===== src/logic/dsf_pkg.sv =====
// Shared constants for the special-function command link.
package dsf_pkg;
    localparam int          FUNC_W         = 5;
    localparam int          DATA_W         = 12;
    localparam int          CHAN_ADDR_W    = 6;
    localparam int          NUM_CHAN       = 32;
    localparam int          NUM_GROUPS     = 4;
    localparam int          NUM_AUX        = 4;
    localparam logic [1:0]  SEL_SPECIAL    = 2'h0;
    localparam logic [4:0]  FN_NOP         = 5'h00;
    localparam logic [4:0]  FN_MONITOR     = 5'h0a;
    localparam logic [4:0]  FN_CONTROL     = 5'h0c;
    localparam logic [4:0]  FN_SOFT_RESET  = 5'h0f;
    localparam int          POS_PD_MODE    = 11;
    localparam int          POS_REF_LEVEL  = 10;
    localparam int          POS_BOOST      = 9;
    localparam int          POS_REF_SRC    = 8;
    localparam int          POS_PROBE_EN   = 7;
    localparam int          POS_OT_GUARD   = 6;
    localparam int          POS_MON_ADDR   = 6;
    localparam logic [11:0] CTRL_RESET     = 12'h800;
    localparam logic [11:0] GAIN_RESET     = 12'hffe;
    localparam logic [11:0] OFFSET_RESET   = 12'h800;
    localparam logic [5:0]  MON_OFF        = 6'h3f;
    localparam logic [5:0]  MON_AUX_FIRST  = 6'h22;
    localparam logic [5:0]  MON_AUX_LAST   = 6'h25;
    localparam int          CLK_MHZ        = 40;
    localparam int          SOFT_RESET_US  = 135;
    localparam int          SOFT_RESET_CYC = SOFT_RESET_US * CLK_MHZ;
    localparam logic [7:0]  HOST_WR_CTRL   = 8'h01;
    localparam logic [7:0]  HOST_RD_CTRL   = 8'h02;
    localparam logic [7:0]  HOST_MON_SEL   = 8'h03;
    localparam logic [7:0]  HOST_SOFT_RST  = 8'h04;
    localparam logic [7:0]  HOST_NOP       = 8'h05;
    localparam logic [7:0]  HOST_STATUS    = 8'h06;
    localparam logic [7:0]  HOST_READBACK  = 8'h07;
endpackage


===== src/logic/dsf_link_if.sv =====
// Command link between the host controller and the special-function logic.
`timescale 1ns/1ps
interface dsf_link_if;
    logic        cmd_valid;
    logic [1:0]  target_select;
    logic [4:0]  function_address_field;
    logic        read_not_write;
    logic [11:0] command_payload_field;
    logic        busy;
    logic        rd_valid;
    logic [11:0] rd_data;
    logic        powered_down;
    modport host (output cmd_valid, target_select, function_address_field, read_not_write,
                  command_payload_field, input busy, rd_valid, rd_data, powered_down);
    modport dev (input cmd_valid, target_select, function_address_field, read_not_write,
                 command_payload_field, output busy, rd_valid, rd_data, powered_down);
endinterface


===== src/logic/dsf_device.sv =====
// Special-function command decoder, control register and channel monitor select.
//
// Strobed register access and the address map were left to the implementer.
`timescale 1ns/1ps
module dsf_device #(
    parameter int          RESET_CYCLES = dsf_pkg::SOFT_RESET_CYC,
    parameter logic        REF_LEVEL_DEFAULT = 1'b1
) (
    input  wire logic        clk,
    input  wire logic        rst_n,
    dsf_link_if.dev          link,
    input  wire logic        powerdown_req,
    input  wire logic        powerup_req,
    input  wire logic        overtemp_in,
    input  wire logic        output_update_strobe,
    output logic             powerdown_output_mode_bit,
    output logic             ref_level_select_bit,
    output logic             amp_boost_bit,
    output logic             ref_source_bit,
    output logic             probe_enable_bit,
    output logic             overtemp_guard_bit,
    output logic [3:0]       toggle_group_enables,
    output logic [31:0]      ab_select,
    output logic             amps_off,
    output logic             dac_clear,
    output logic [5:0]       probe_select,
    output logic             probe_output_oe
);
    localparam logic [11:0] CTRL_DEF = dsf_pkg::CTRL_RESET |
                                       (12'(REF_LEVEL_DEFAULT) << dsf_pkg::POS_REF_LEVEL);

    logic [11:0] ctrl_r;
    logic [5:0]  mon_r;
    logic [12:0] rst_cnt_r;
    logic        pd_r;
    logic        thermal_r;
    logic        ot_s1_r;
    logic        ot_s2_r;
    logic        upd_s1_r;
    logic        upd_s2_r;
    logic        upd_d_r;
    logic        rd_valid_r;
    logic [11:0] rd_data_r;
    logic        special;
    logic        soft_rst;
    logic        wr_ok;
    logic        upd_pulse;

    assign special   = link.cmd_valid && link.target_select == dsf_pkg::SEL_SPECIAL;
    assign soft_rst  = special && link.function_address_field == dsf_pkg::FN_SOFT_RESET
                       && !pd_r && rst_cnt_r == '0;
    assign wr_ok     = special && !link.read_not_write && !pd_r && rst_cnt_r == '0;
    assign upd_pulse = upd_s2_r && !upd_d_r;

    always_ff @(posedge clk or negedge rst_n) begin
        if (!rst_n) begin
            ot_s1_r  <= 1'b0;
            ot_s2_r  <= 1'b0;
            upd_s1_r <= 1'b0;
            upd_s2_r <= 1'b0;
            upd_d_r  <= 1'b0;
        end else begin
            ot_s1_r  <= overtemp_in;
            ot_s2_r  <= ot_s1_r;
            upd_s1_r <= output_update_strobe;
            upd_s2_r <= upd_s1_r;
            upd_d_r  <= upd_s2_r;
        end
    end

    // Busy counter; the reset effect lands on the command edge, well inside the limit.
    always_ff @(posedge clk or negedge rst_n) begin
        if (!rst_n) begin
            rst_cnt_r <= '0;
        end else if (soft_rst) begin
            rst_cnt_r <= 13'(RESET_CYCLES - 1);
        end else if (rst_cnt_r != '0) begin
            rst_cnt_r <= rst_cnt_r - 13'd1;
        end
    end

    always_ff @(posedge clk or negedge rst_n) begin
        if (!rst_n) begin
            ctrl_r <= CTRL_DEF;
        end else if (soft_rst) begin
            ctrl_r <= CTRL_DEF;
        end else if (wr_ok && link.function_address_field == dsf_pkg::FN_CONTROL) begin
            ctrl_r <= link.command_payload_field;
        end
    end

    always_ff @(posedge clk or negedge rst_n) begin
        if (!rst_n) begin
            mon_r <= dsf_pkg::MON_OFF;
        end else if (soft_rst) begin
            mon_r <= dsf_pkg::MON_OFF;
        end else if (wr_ok && link.function_address_field == dsf_pkg::FN_MONITOR) begin
            mon_r <= link.command_payload_field[dsf_pkg::POS_MON_ADDR +: 6];
        end
    end

    always_ff @(posedge clk or negedge rst_n) begin
        if (!rst_n) begin
            pd_r <= 1'b0;
        end else if (powerdown_req) begin
            pd_r <= 1'b1;
        end else if (powerup_req) begin
            pd_r <= 1'b0;
        end
    end

    always_ff @(posedge clk or negedge rst_n) begin
        if (!rst_n) begin
            thermal_r <= 1'b0;
        end else if (ctrl_r[dsf_pkg::POS_OT_GUARD] && ot_s2_r) begin
            thermal_r <= 1'b1;
        end else if (powerup_req && !ot_s2_r) begin
            thermal_r <= 1'b0;
        end
    end

    always_ff @(posedge clk or negedge rst_n) begin
        if (!rst_n) begin
            rd_valid_r <= 1'b0;
            rd_data_r  <= '0;
        end else begin
            rd_valid_r <= special && link.read_not_write
                          && link.function_address_field == dsf_pkg::FN_CONTROL;
            if (special && link.read_not_write
                && link.function_address_field == dsf_pkg::FN_CONTROL) begin
                rd_data_r <= ctrl_r;
            end
        end
    end

    genvar g;
    generate
        for (g = 0; g < dsf_pkg::NUM_CHAN; g++) begin : g_ab
            always_ff @(posedge clk or negedge rst_n) begin
                if (!rst_n) begin
                    ab_select[g] <= 1'b0;
                end else if (soft_rst || !ctrl_r[g / 8]) begin
                    ab_select[g] <= 1'b0;
                end else if (upd_pulse && rst_cnt_r == '0) begin
                    ab_select[g] <= ~ab_select[g];
                end
            end
        end
    endgenerate

    always_ff @(posedge clk or negedge rst_n) begin
        if (!rst_n) begin
            powerdown_output_mode_bit <= CTRL_DEF[dsf_pkg::POS_PD_MODE];
            ref_level_select_bit      <= REF_LEVEL_DEFAULT;
            amp_boost_bit             <= 1'b0;
            ref_source_bit            <= 1'b0;
            probe_enable_bit          <= 1'b0;
            overtemp_guard_bit        <= 1'b0;
            toggle_group_enables      <= '0;
            amps_off                  <= 1'b0;
            dac_clear                 <= 1'b0;
            probe_select              <= dsf_pkg::MON_OFF;
            probe_output_oe           <= 1'b0;
        end else begin
            powerdown_output_mode_bit <= ctrl_r[dsf_pkg::POS_PD_MODE];
            ref_level_select_bit      <= ctrl_r[dsf_pkg::POS_REF_LEVEL];
            amp_boost_bit             <= ctrl_r[dsf_pkg::POS_BOOST];
            ref_source_bit            <= ctrl_r[dsf_pkg::POS_REF_SRC];
            probe_enable_bit          <= ctrl_r[dsf_pkg::POS_PROBE_EN];
            overtemp_guard_bit        <= ctrl_r[dsf_pkg::POS_OT_GUARD];
            toggle_group_enables      <= ctrl_r[3:0];
            amps_off                  <= pd_r || thermal_r;
            dac_clear                 <= soft_rst;
            probe_select              <= mon_r;
            probe_output_oe           <= ctrl_r[dsf_pkg::POS_PROBE_EN]
                                         && (mon_r < 6'(dsf_pkg::NUM_CHAN)
                                         || (mon_r >= dsf_pkg::MON_AUX_FIRST
                                         && mon_r <= dsf_pkg::MON_AUX_LAST));
        end
    end

    assign link.busy         = rst_cnt_r != '0;
    assign link.rd_valid     = rd_valid_r;
    assign link.rd_data      = rd_data_r;
    assign link.powered_down = pd_r;
endmodule


===== src/flat_wrapper.sv =====
// flat-port wrapper written by rule: the top's interface ports become plain ports
module dsf_device_flat 
#(
    parameter int          RESET_CYCLES = dsf_pkg::SOFT_RESET_CYC,
    parameter logic        REF_LEVEL_DEFAULT = 1'b1
)
  (clk, rst_n, powerdown_req, powerup_req, overtemp_in, output_update_strobe, powerdown_output_mode_bit, ref_level_select_bit, amp_boost_bit, ref_source_bit, probe_enable_bit, overtemp_guard_bit, toggle_group_enables, ab_select, amps_off, dac_clear, probe_select, probe_output_oe, link_cmd_valid, link_target_select, link_function_address_field, link_read_not_write, link_command_payload_field, link_busy, link_rd_valid, link_rd_data, link_powered_down);
  dsf_link_if link_i ();
  input  wire logic clk;
  input  wire logic rst_n;
  input  wire logic powerdown_req;
  input  wire logic powerup_req;
  input  wire logic overtemp_in;
  input  wire logic output_update_strobe;
  output logic powerdown_output_mode_bit;
  output logic ref_level_select_bit;
  output logic amp_boost_bit;
  output logic ref_source_bit;
  output logic probe_enable_bit;
  output logic overtemp_guard_bit;
  output logic [3:0] toggle_group_enables;
  output logic [31:0] ab_select;
  output logic amps_off;
  output logic dac_clear;
  output logic [5:0] probe_select;
  output logic probe_output_oe;
  input wire logic [$bits(link_i.cmd_valid)-1:0] link_cmd_valid;
  input wire logic [$bits(link_i.target_select)-1:0] link_target_select;
  input wire logic [$bits(link_i.function_address_field)-1:0] link_function_address_field;
  input wire logic [$bits(link_i.read_not_write)-1:0] link_read_not_write;
  input wire logic [$bits(link_i.command_payload_field)-1:0] link_command_payload_field;
  output wire logic [$bits(link_i.busy)-1:0] link_busy;
  output wire logic [$bits(link_i.rd_valid)-1:0] link_rd_valid;
  output wire logic [$bits(link_i.rd_data)-1:0] link_rd_data;
  output wire logic [$bits(link_i.powered_down)-1:0] link_powered_down;
  assign link_i.cmd_valid = link_cmd_valid;
  assign link_i.target_select = link_target_select;
  assign link_i.function_address_field = link_function_address_field;
  assign link_i.read_not_write = link_read_not_write;
  assign link_i.command_payload_field = link_command_payload_field;
  assign link_busy = link_i.busy;
  assign link_rd_valid = link_i.rd_valid;
  assign link_rd_data = link_i.rd_data;
  assign link_powered_down = link_i.powered_down;
  dsf_device #(.RESET_CYCLES(RESET_CYCLES), .REF_LEVEL_DEFAULT(REF_LEVEL_DEFAULT)) u_core (.clk(clk), .rst_n(rst_n), .link(link_i), .powerdown_req(powerdown_req), .powerup_req(powerup_req), .overtemp_in(overtemp_in), .output_update_strobe(output_update_strobe), .powerdown_output_mode_bit(powerdown_output_mode_bit), .ref_level_select_bit(ref_level_select_bit), .amp_boost_bit(amp_boost_bit), .ref_source_bit(ref_source_bit), .probe_enable_bit(probe_enable_bit), .overtemp_guard_bit(overtemp_guard_bit), .toggle_group_enables(toggle_group_enables), .ab_select(ab_select), .amps_off(amps_off), .dac_clear(dac_clear), .probe_select(probe_select), .probe_output_oe(probe_output_oe));
endmodule

===== config.mk =====
export PLATFORM = sky130hd
export DESIGN_NAME = dsf_device_flat
export DESIGN_NICKNAME = d
export VERILOG_FILES = /design/src/logic/dsf_pkg.sv /design/src/logic/dsf_link_if.sv /design/src/logic/dsf_device.sv /design/src/flat_wrapper.sv
export SDC_FILE = /design/constraint.sdc
export NUM_CORES = 1
export LEC_CHECK = 0
export CORE_ASPECT_RATIO = 1.25
export CORE_MARGIN = 5
export CORE_UTILIZATION = 45
export DETAILED_ROUTE_END_ITERATION = 8
export DONT_BUFFER_PORTS = 1
export MAX_ROUTING_LAYER = met4
export PLACE_DENSITY_LB_ADDON = 0.05
export SLEW_MARGIN = 20
export SYNTH_ARGS = -nofsm -noshare
export SYNTH_HDL_FRONTEND = slang
export SYNTH_SLANG_ARGS = --single-unit

===== constraint.sdc =====
create_clock -name clk -period 2 [get_ports clk]
set_clock_uncertainty 0.2 [all_clocks]
set_input_delay 0.1 -clock clk [delete_from_list [all_inputs] [get_ports clk]]
set_output_delay 0.1 -clock clk [all_outputs]
set_load 0.01 [all_outputs]

# == Yosys cells after proc, flatten, opt, wreduce, memory -nomap -nowiden ==
# Cells that the tools add are included.
# word_totals
ff_bits,102
output_inout_bits,66
word_cells,211
# classes
n_addsub,1
order_cmp,3
eq_ne,3
n_mux,74
bitwise,32
reduce_logical,43
# op_table
op,n
2-to-1 mux 1 bit,68
inverter 1 bit,32
2-to-1 mux 13 bit,2
2-to-1 mux 12 bit,2
nonzero test 2 bit,9
logical AND 1 bit,17
"equality test 5 x 4 -> 1 bit, second input constant",3
zero test 13 bit,1
nonzero test 13 bit,1
"subtractor 13 x 1 -> 13 bit, second input constant",1
2-to-1 mux 6 bit,2
zero test 1 bit,8
"greater-or-equal comparator 6 bit, second input constant",1
"<= comparator 6 bit, second input constant",1
logical OR 1 bit,6
"< comparator 6 bit, second input constant",1
zero test 2 bit,1

# == Depth between registers and ports, before layout ==
# Gate-level depths: netlist (run 1).
# logic_depth
depth_word,8
depth_mapped,8
depth_no_buf,7

# == Least setup slack after synthesis (run 1) ==
# OpenSTA, ideal clock, no wires.
# synth_timing
kind,register to register
start,register u_core.rst_cnt_r[0]
end,register u_core.rst_cnt_r[0]
setup_time_ps,126
arrival_ps,1755
path_slack_ps,-81
stages_incl_launch_ff,9
path_buffers,1
period_less_slack_ps,2081
path_cell_list,dfrtp_1 -> inv_1 -> ha_1 -> nor4b_2 -> and3_1 -> inv_2 -> buf_2 -> nor3_1 -> a21oi_1
# synth_between
elab_cells_between_ends,7
cone_classes,add/sub: 1; mux: 2; reduce/logical: 4
# synth_rtl
element,line_no,rtl
"start, declared",dsf_device.sv:34,logic [12:0] rst_cnt_r;
"start signal, assigned",dsf_device.sv:76,rst_cnt_r <= 13'(RESET_CYCLES - 1);
"start signal, assigned",dsf_device.sv:78,rst_cnt_r <= rst_cnt_r - 13'd1;
nonzero test 13 bit,n/a,
net link_busy,flat_wrapper.sv:32,output wire logic [$bits(link_i.busy)-1:0] link_busy;
nonzero test 2 bit (no source line),n/a,
# The timed path passes the listed nets, and every way through them passes these cells. The select of a mux whose other input is x is not followed.
# A chain may end at the register's enable or synchronous reset.

# == Worst setup path after layout (run 1) ==
# layout_timing
start,register u_core.pd_r (netlist: u_core.link.powered_down)
end,register u_core.ctrl_r[3]
# layout_between
elab_chain_cells,5
elab_cells_between_ends,8
cone_classes,mux: 1; reduce/logical: 7
# layout_rtl
element,line_no,rtl
"start, declared",dsf_device.sv:35,logic pd_r;
"start signal, assigned",dsf_device.sv:104,pd_r <= 1'b0;
"start signal, assigned",dsf_device.sv:106,pd_r <= 1'b1;
"start signal, assigned",dsf_device.sv:108,pd_r <= 1'b0;
zero test 1 bit *,"dsf_device.sv:51, dsf_device.sv:52",
logical AND 1 bit (2 in a row),dsf_device.sv:52,assign wr_ok = special && !link.read_not_write && !pd_r && rst_cnt_r == '0;
logical AND 1 bit,dsf_device.sv:87,end else if (wr_ok && link.function_address_field == dsf_pkg::FN_CONTROL) begin
nonzero test 2 bit (no source line),n/a,
"end signal, assigned",dsf_device.sv:88,ctrl_r <= link.command_payload_field;
"end, declared",dsf_device.sv:32,logic [11:0] ctrl_r;
# Every way passes the cells marked *; elsewhere a longest branch is shown, timed or not.

==> results of run 1 <==
==> final timing paths <==
| check | endpoint | startpoint |
|---|---|---|
| min in group clk | u_core.mon_r[1] | link_target_select[1] |
| setup / recovery | u_core.ctrl_r[3] | u_core.link.powered_down |
| max in group asynchronous | u_core.ctrl_r[10] | rst_n |
| setup reg to reg | u_core.ctrl_r[3] | u_core.link.powered_down |
| hold / removal | u_core.overtemp_guard_bit | rst_n |
| hold reg to reg | u_core.ot_s2_r | u_core.ot_s1_r |
==> stage by stage <==
stage          std cells  utilization
2_1_floorplan        309            -
3_3_place_gp         453        0.502
3_5_place_dp         453        0.502
4_1_cts              504        0.581
5_1_grt              513        0.624
6_report             513        0.624
==> power groups by stage <==
stage | clock [W] | combinational, W | sequential (W)
floorplan | 0 | 0.0000960 | 0.00225
global placement | 0 | 0.000191 | 0.00225
detailed placement | 0 | 0.000193 | 0.00225
CTS | 0.00158 | 0.000274 | 0.00221
global route | 0.00167 | 0.000341 | 0.00222
finish | 0.00152 | 0.000317 | 0.00222
==> registers in the layout, summed over array words and instances, names as in the netlist, 4 cells and up <==
| signal | count |
|---|---|
| u_core.mon_r | 6 |
| u_core.link.rd_data | 12 |
| u_core.probe_select | 6 |
| u_core.ctrl_r | 12 |
| u_core.toggle_group_enables | 4 |
| u_core.rst_cnt_r | 13 |
| u_core.ab_select | 32 |
==> critical path, delay by kind of cell, from the launching register on <==
kind	cells	cell delay [ns]
flops	1	0.39
buf+inv	1	0.14
compound gates	2	0.23
simple gates	2	1.03
==> layout make-up <==
class / instances / area share
Sequential cell: 102 / 0.474
Tap cell: 120 / 0.0276
Inverter: 10 / 0.00829
Multi-Input combinational cell: 190 / 0.305
Clock inverter: 5 / 0.0196
Clock buffer: 11 / 0.0242
Timing Repair Buffer: 75 / 0.142
==> cell families (layout without fill, tap and decap cells) <==
| group | Yosys count | after routing | synth area share |
|---|---|---|---|
| adders and majority gates | 2 | 2 | 0.00625 |
| AOI/OAI and AO/OA | 38 | 41 | 0.0747 |
| buffers and inverters | 20 | 101 | 0.0235 |
| and+or+nand+nor | 96 | 96 | 0.133 |
| DFF | 102 | 102 | 0.643 |
| xor gates and xnor gates | 38 | 38 | 0.0832 |
| muxes | 13 | 13 | 0.0363 |
==> cell usage after synthesis, types with 6 or more instances <==
cell type  instances  area [um2]
dfstp_2           16         420
dfrtp_1           86        2150
mux2_2            12         135
buf_2              6        30.0
inv_1              9        33.8
nor3_1             6        30.0
xor2_1            36         315
nor2_1            41         154
a22o_1             6        52.6
a21oi_1            6        30.0
nand3_1           18        90.1
o21ai_0            6        30.0
==> metal layers <==
| layer | wire length, um | global-route usage | up-vias |
|---|---|---|---|
| li1 | - | - | 1216 |
| met1 | 3910 | 0.211 | 1384 |
| met2 | 4920 | 0.295 | 65 |
| met3 | 493 | 0.0448 | 20 |
| met4 | 197 | 0.0742 | 0 |
| met5 | 0 | - | - |
==> repair_timing <==
action / in CTS / in global routing
pin swaps: 17 / 36
resized for setup: 28 / 55
cloned: 2 / 4
endpoints found under the hold margin: 127 / 104
endpoints found under the setup margin: 55 / 63
setup buffers: 8 / 6
==> results.ini, run 1 <==
[setup_path]
worst_path_max_delay_cell=or4b_4
reg2reg_depth=5
max_stage_delay_ns=0.52
worst_ep_arrival_time_ns=2.16
cp_max_fo=9
path_cells=or4b_4 > or3_4 > o21ai_4 > buf_12 > o21ai_1
r2r_slack_ns=-0.10
crit_path_start_kind=flip-flop
worstSetupEndpointType=flip-flop
worstSetupPathType=reg -> reg
cp.required_ns=2.06

[floorplan]
ioPinCount=93
num_rows=38
dieArea_um2=10900
die_x_um=94.3
start_util=0.460
die_y_um=115
design.core.area_um2=8700

[cts]
path_clk_slew_ns=0.09
cts.hold.buffers_added=25
cts_tree=built
ctsRootBufferMaster=clkbuf_8
cts_buffer_depth=2
clkLatencyLatePin_ns=0.37
cts_num_sinks=102
numCtsBuffers=9
htree_levels=3

[sta]
drv_slew=0
max_freq_mhz=476
finalCritPeriodShare=1.05
tns_ns=-2.01
setup_slack_ns=-0.101
tightest_slew_ns=0.354
slew_headroom=0.764
hold_ws_ns=-0.777
rsz0062_at_grt=true
finalSetupViolCount=42
hold_viol=106
fin_crit_ns=2.10

[global_route]
track_usage=0.180
grt_pass1_vias=2829
grt_max_degree=103
grt_first_pass_wirelength_mm=14.4
antenna_found_initial=0
gr-total-overflow=0

[detailed_routing]
post_drt_via_cell_ratio=5.23
totalWireLength_mm=9.51
drtAntennaViolNets=0
drcViolationCount=0
wire_per_inst_um=18.5
drt-initial-drc-count=94
dr.pass1.iters=4
vias=2685

[run_status]
status=finished, violations left
violations=negative hold slack, negative setup slack

[logic_synthesis]
syn_area_um2=4000
synth.avg_cell_area_um2=12.9
ys_seq_area_frac=0.643
synth_warnings=0
synth_seq_cells=102
synth_cell_types=50
synth_edf_count=0
synth_nets=338
netlist_instances=309
ys.flop_type=dfrtp_1
synthArstFlopShare=1.00

[cells_and_area]
n_fill_cell=681
layout_common_cells=dfrtp_1, nor2_1, buf_4
n_antenna_cell=0
multi_input_area_um2=1660
final_common_cell=dfrtp_1
nNetsFinal=417
synthToLayoutAreaGrowth_pct=35.7
drive_above_1_share=0.387
fin_area_um2=5430
register_area_um2=2570

[power_and_ir_drop]
power_leakage_nw=2.41
p_switching_w=0.000913
p_sw_frac=0.225
clkPwrFrac=0.375
seq_power_share=0.547
p_int_w=0.00314
ir_worst_vdd_uv=405
comb_power_share=0.078
finalPower_w=0.00406
power_density_nw_per_um2=747

[place]
place_area_um2=4370
numPortBuffers=0
gp_congestion=0.830
dp_slack_ns=-0.151
dp_hpwl_mm=5.90

[flow_run]
maxCapViolCount=0

[worst_hold_path]
hold_path_class=in -> async

(Power assumes the default switching activity.)
==> run 2: changes to the inputs <==
CELL_PAD_IN_SITES_DETAIL_PLACEMENT = 1   (was not set)
CELL_PAD_IN_SITES_GLOBAL_PLACEMENT = 2   (was not set)
CORE_ASPECT_RATIO = 1.1   (was 1.25)
CORE_UTILIZATION = 44   (was 45)
clock period = 2.45 ns   (was 2 ns; I/O delays follow)
==> run 2 against run 1 <==
Count of clock-buffer cells in the layout fell by 1; the run ends with negative hold slack left; design area down 15%; die area grew 2.0%; critical path depth is 1 lower; highest routed layer unchanged; maximum frequency down 8.4%; sequential cell count unchanged; utilization decreased by 10 points.
==> results.ini, run 2 (synthesis results as in run 1) <==
[setup_path]
cp_max_fo=9
worstSetupEndpointType=flip-flop
r2r-start=u_core.link.powered_down
cpLargestDelayFamily=simple AND/OR/NAND/NOR gates
worst_path_max_delay_cell=or4b_4
reg2reg_to=u_core.ctrl_r[0]
cp.required_ns=2.48
reg2reg_depth=4
max_stage_delay_ns=0.56
worst_ep_arrival_time_ns=2.33
worstSetupPathType=reg -> reg
path_buf_inv=0
r2r_slack_ns=0.16
path_cells=or4b_4 > or3_1 > o21ai_4 > o21ai_1
crit_path_start_kind=flip-flop

[cells_and_area]
largest_register=u_core.ab_select
synthToLayoutAreaGrowth_pct=15.8
nNetsFinal=375
final_common_cell=dfrtp_1
layout.cells.non_filler=464
drive_above_1_share=0.203
fin_area_um2=4630
largest_reg_flops=32
n_antenna_cell=0
reg_top3=u_core.ab_select x32, u_core.rst_cnt_r x13
n_fill_cell=913
layout_common_cells=dfrtp_1, nor2_1, xor2_1

[power_and_ir_drop]
ir_worst_vdd_uv=351
power_leakage_nw=2.09
finalPower_w=0.00301
power_density_nw_per_um2=650

[global_route]
track_usage=0.177
grt_max_degree=103
grt_first_pass_wirelength_mm=14.5
antenna_found_initial=0
grt_pass1_vias=2629
gr-total-overflow=0

[place]
place_area_um2=4170
numPortBuffers=0
dpl.cell_count=422
gp_congestion=0.749
dp_slack_ns=0.101
dp_hpwl_mm=6.15

[cts]
ctsRootBufferMaster=clkbuf_8
cts.hold.buffers_added=27
cts_num_sinks=102
cts_tree=built
cts_setup_buffers=0
numCtsBuffers=9
htree_levels=3
cts_buffer_depth=2
clkLatencyLatePin_ns=0.36
path_clk_slew_ns=0.09

[detailed_routing]
drcViolationCount=0
dr.pass1.iters=4
wire_per_inst_um=19.5
drtAntennaViolNets=0
dr_wl_met2_mm=4.47
m1WireLength_mm=3.82
drt-initial-drc-count=38
wl_met3_um=635
totalWireLength_mm=9.04
post_drt_via_cell_ratio=5.27
vias=2446
maxUsedRoutingLayer=met4

[floorplan]
num_rows=36
design.core.area_um2=8870
ioPinCount=93
die_x_um=101
dieArea_um2=11100
die_y_um=110
start_util=0.451

[sta]
max_freq_mhz=436
finalCritPeriodShare=0.936
slew_headroom=0.595
rsz0062_at_grt=false
tns_ns=0
fin_crit_ns=2.29
hold_viol=102
finalSetupViolCount=0
setup_slack_ns=0.157
tightest_slew_ns=0.603
drv_slew=0
hold_ws_ns=-0.747

[worst_hold_path]
hold_path_class=in -> async

[run_status]
violations=negative hold slack
status=finished, violations left

[flow_run]
maxCapViolCount=0

-- run 2: changes by cell type in the layout (fill, tap and decap cells not counted), moves of 3 or more --
cell | previous run | this run
buf_4 | 27 | 8
nor4_1 | 0 | 3
o21ai_0 | 2 | 6
xor2_1 | 25 | 36
buf_6 | 17 | 0
inv_1 | 6 | 9
nor3_2 | 4 | 1
nor3_1 | 0 | 6
o21ai_4 | 8 | 4
xor2_2 | 11 | 0
nor3_4 | 3 | 0
-- run 2: final cells by class --
class | instances | area [um2] | area share
inverters | 10 | 37.5 | 0.00810
clock buffers | 10 | 138 | 0.0297
repair buffers | 36 | 350 | 0.0756
flip-flops and latches | 102 | 2570 | 0.555
multi-input cells | 187 | 1340 | 0.288
clock inverters | 5 | 57.6 | 0.0124
well taps | 114 | 143 | 0.0308
-- run 2: per-layer routing --
metal	vias to the layer above	global-route usage
li1	1133	-
met1	1240	0.219
met2	64	0.283
met3	9	0.0554
met4	0	0.0513
met5	-	-
-- run 2: worst max path at each step --
stage | start | end | slack [ns] | cells past startpoint
after floorplan | u_core.rst_cnt_r[0] | u_core.rst_cnt_r[0] | 0.37 | 8
after global placement | u_core.rst_cnt_r[0] | u_core.ctrl_r[0] | 0.18 | 7
after detailed placement | u_core.rst_cnt_r[0] | u_core.ctrl_r[0] | 0.10 | 7
after CTS | u_core.rst_cnt_r[0] | u_core.ctrl_r[0] | 0.07 | 7
after global routing | u_core.rst_cnt_r[0] | u_core.ab_select[7] | 0.004 | 7
final | u_core.link.powered_down | u_core.ctrl_r[0] | 0.16 | 4
-- run 2: metrics by stage --
stage,hold slack (ns),util
after floorplan,-0.373,-
after global placement,-0.369,0.470
after detailed placement,-0.369,0.470
after CTS,-0.772,0.522
after global routing,-0.782,0.522
final,-0.747,0.522
-- run 2: timing repair --
action	in CTS	in global routing
setup endpoints to repair	0	44
resized for setup	0	1
hold endpoints to repair	126	102
-- run 2: power breakdown --
| group | internal (W) | switching (W) |
|---|---|---|
| sequential | 0.00174 | 0.0000900 |
| combinational | 0.0000699 | 0.0000464 |
| clock | 0.000499 | 0.000565 |
==> run 3: changes to the inputs <==
CORE_MARGIN = 2   (was 5)
CORE_UTILIZATION = 41   (was 44)
clock period = 2.25 ns   (was 2.45 ns; I/O delays follow)
==> run 3 against run 2 <==
The run still ends with negative hold slack left; sequential cell count unchanged; combinational power up 12%; global-route usage up 0.43 points; via count up 1.6%; hold slack worse by 0.017 ns; total power up 16%; design area up 2.6%; sequential power up 9%; maximum frequency up 6.6%; count of clock-buffer cells in the layout down 1; die area down 4.8%; largest cell class unchanged; largest power group unchanged.
==> results.ini, run 3 (synthesis results as in run 1) <==
[run_status]
status=finished, violations left
violations=negative hold slack

[setup_path]
r2r_slack_ns=0.1
reg2reg_depth=4
cp_max_fo=9
worstSetupEndpointType=flip-flop
cp-startpoint=u_core.link.powered_down
worst_ep_arrival_time_ns=2.20
cp.required_ns=2.30
max_stage_delay_ns=0.54
cp-endpoint=u_core.ab_select[11]
r2r-start=u_core.link.powered_down
crit_path_start_kind=flip-flop
reg2reg_to=u_core.ab_select[11]
path_cells=or4b_4 > or3_4 > o21ai_4 > nor2_1
worst_path_max_delay_cell=or4b_4
worstSetupPathType=reg -> reg

[sta]
drv_slew=0
finalSetupViolCount=0
setup_slack_ns=0.0989
hold_ws_ns=-0.763
slew_headroom=0.605
fin_crit_ns=2.15
hold_viol=102
tns_ns=0
rsz0062_at_grt=false
max_freq_mhz=465
finalCritPeriodShare=0.956
tightest_slew_ns=0.587

[cts]
path_clk_slew_ns=0.09
htree_levels=3
cts_num_sinks=102
cts_buffer_depth=2
ctsRootBufferMaster=clkbuf_8
numCtsBuffers=9
clkLatencyLatePin_ns=0.37
cts.hold.buffers_added=27
cts_tree=built

[cells_and_area]
layout.cells.non_filler=473
final_common_cell=dfrtp_1
n_antenna_cell=0
reg_top3=u_core.ab_select x32, u_core.rst_cnt_r x13
layout_common_cells=dfrtp_1, nor2_1, xor2_1
n_fill_cell=991
fin_area_um2=4760
final_util=0.504
nNetsFinal=381
largest_register=u_core.ab_select
synthToLayoutAreaGrowth_pct=18.9
drive_above_1_share=0.222
largest_reg_flops=32

[global_route]
grt_pass1_vias=2737
grt_max_degree=103
track_usage=0.182
gr-total-overflow=0
grt_first_pass_wirelength_mm=14.5
antenna_found_initial=0

[detailed_routing]
drtAntennaViolNets=0
wire_per_inst_um=18.6
dr.pass1.iters=4
post_drt_via_cell_ratio=5.25
drcViolationCount=0
totalWireLength_mm=8.80
drt-initial-drc-count=100
vias=2485

[worst_hold_path]
hold_path_class=in -> async

[flow_run]
maxCapViolCount=0

[floorplan]
design.core.area_um2=9440
dieArea_um2=10600
start_util=0.424
die_x_um=98.2
num_rows=37
ioPinCount=93
die_y_um=108

[place]
gp_congestion=0.773
place_area_um2=4190
dp_hpwl_mm=5.84
dp_slack_ns=0.00290
dpl.cell_count=428
numPortBuffers=0

[power_and_ir_drop]
comb_power_share=0.037
p_switching_w=0.000785
ir_worst_vdd_uv=391
power_leakage_nw=2.13
power_density_nw_per_um2=736
p_sw_frac=0.224
clkPwrFrac=0.393
seq_power_share=0.570
p_int_w=0.00272

-- run 3: power by group through the flow --
stage	combinational (W)	clock, W	sequential (W)
after floorplan	0.0000841	0	0.00199
after global placement	0.0000793	0	0.00202
after detailed placement	0.0000822	0	0.00202
after CTS	0.000129	0.00142	0.00199
after global routing	0.000144	0.00148	0.00201
final	0.000130	0.00138	0.00199
-- run 3: metrics by stage --
step | total power, W | hold slack, ns
finish | 0.00350 | -0.763
detailed placement | 0.00211 | -0.379
CTS | 0.00354 | -0.794
global route | 0.00364 | -0.802
floorplan | 0.00207 | -0.383
global placement | 0.00210 | -0.379
-- run 3: critical path: cells and delay by family (launching register included) --
kind / cells / cell delay [ns]
AOI/OAI and AO/OA: 1 / 0.31
DFF: 1 / 0.39
and+or+nand+nor: 3 / 1.13
-- run 3: layer usage --
layer  up-vias  wire, um  global-route usage  share of wire
li1       1150         -                   -              -
met1      1265      3860               0.218           0.44
met2        60      4270               0.291           0.49
met3        10       527              0.0506          0.060
met4         0       138              0.0763          0.016
met5         -         0                   -              0
-- run 3: how the worst min path moves through the flow --
stage	startpoint	end	slack (ns)
finish	rst_n	u_core.probe_output_oe	-0.76
global route	rst_n	u_core.ab_select[7]	-0.80
CTS	rst_n	u_core.ab_select[20]	-0.79
detailed placement	rst_n	u_core.rst_cnt_r[0]	-0.38
global placement	rst_n	u_core.probe_output_oe	-0.38
floorplan	rst_n	u_core.ab_select[0]	-0.38
-- run 3: what timing repair did --
| item | CTS | global route |
|---|---|---|
| endpoints found under the hold margin | 126 | 102 |
| resized for setup | 0 | 5 |
| pin swaps | 1 | 3 |
| setup endpoints to repair | 1 | 43 |
| buffers inserted | 2 | 0 |
| cloned | 0 | 1 |
-- run 3: cell type report --
cell class                 count  area [um2]  area share
clock buffer                   9         124      0.0260
sequential                   102        2570       0.541
clock inverter                 6         118      0.0247
tap                          117         146      0.0308
timing repair buffer          41         392      0.0823
inverter                      10        37.5     0.00789
multi-input combinational    188        1370       0.287
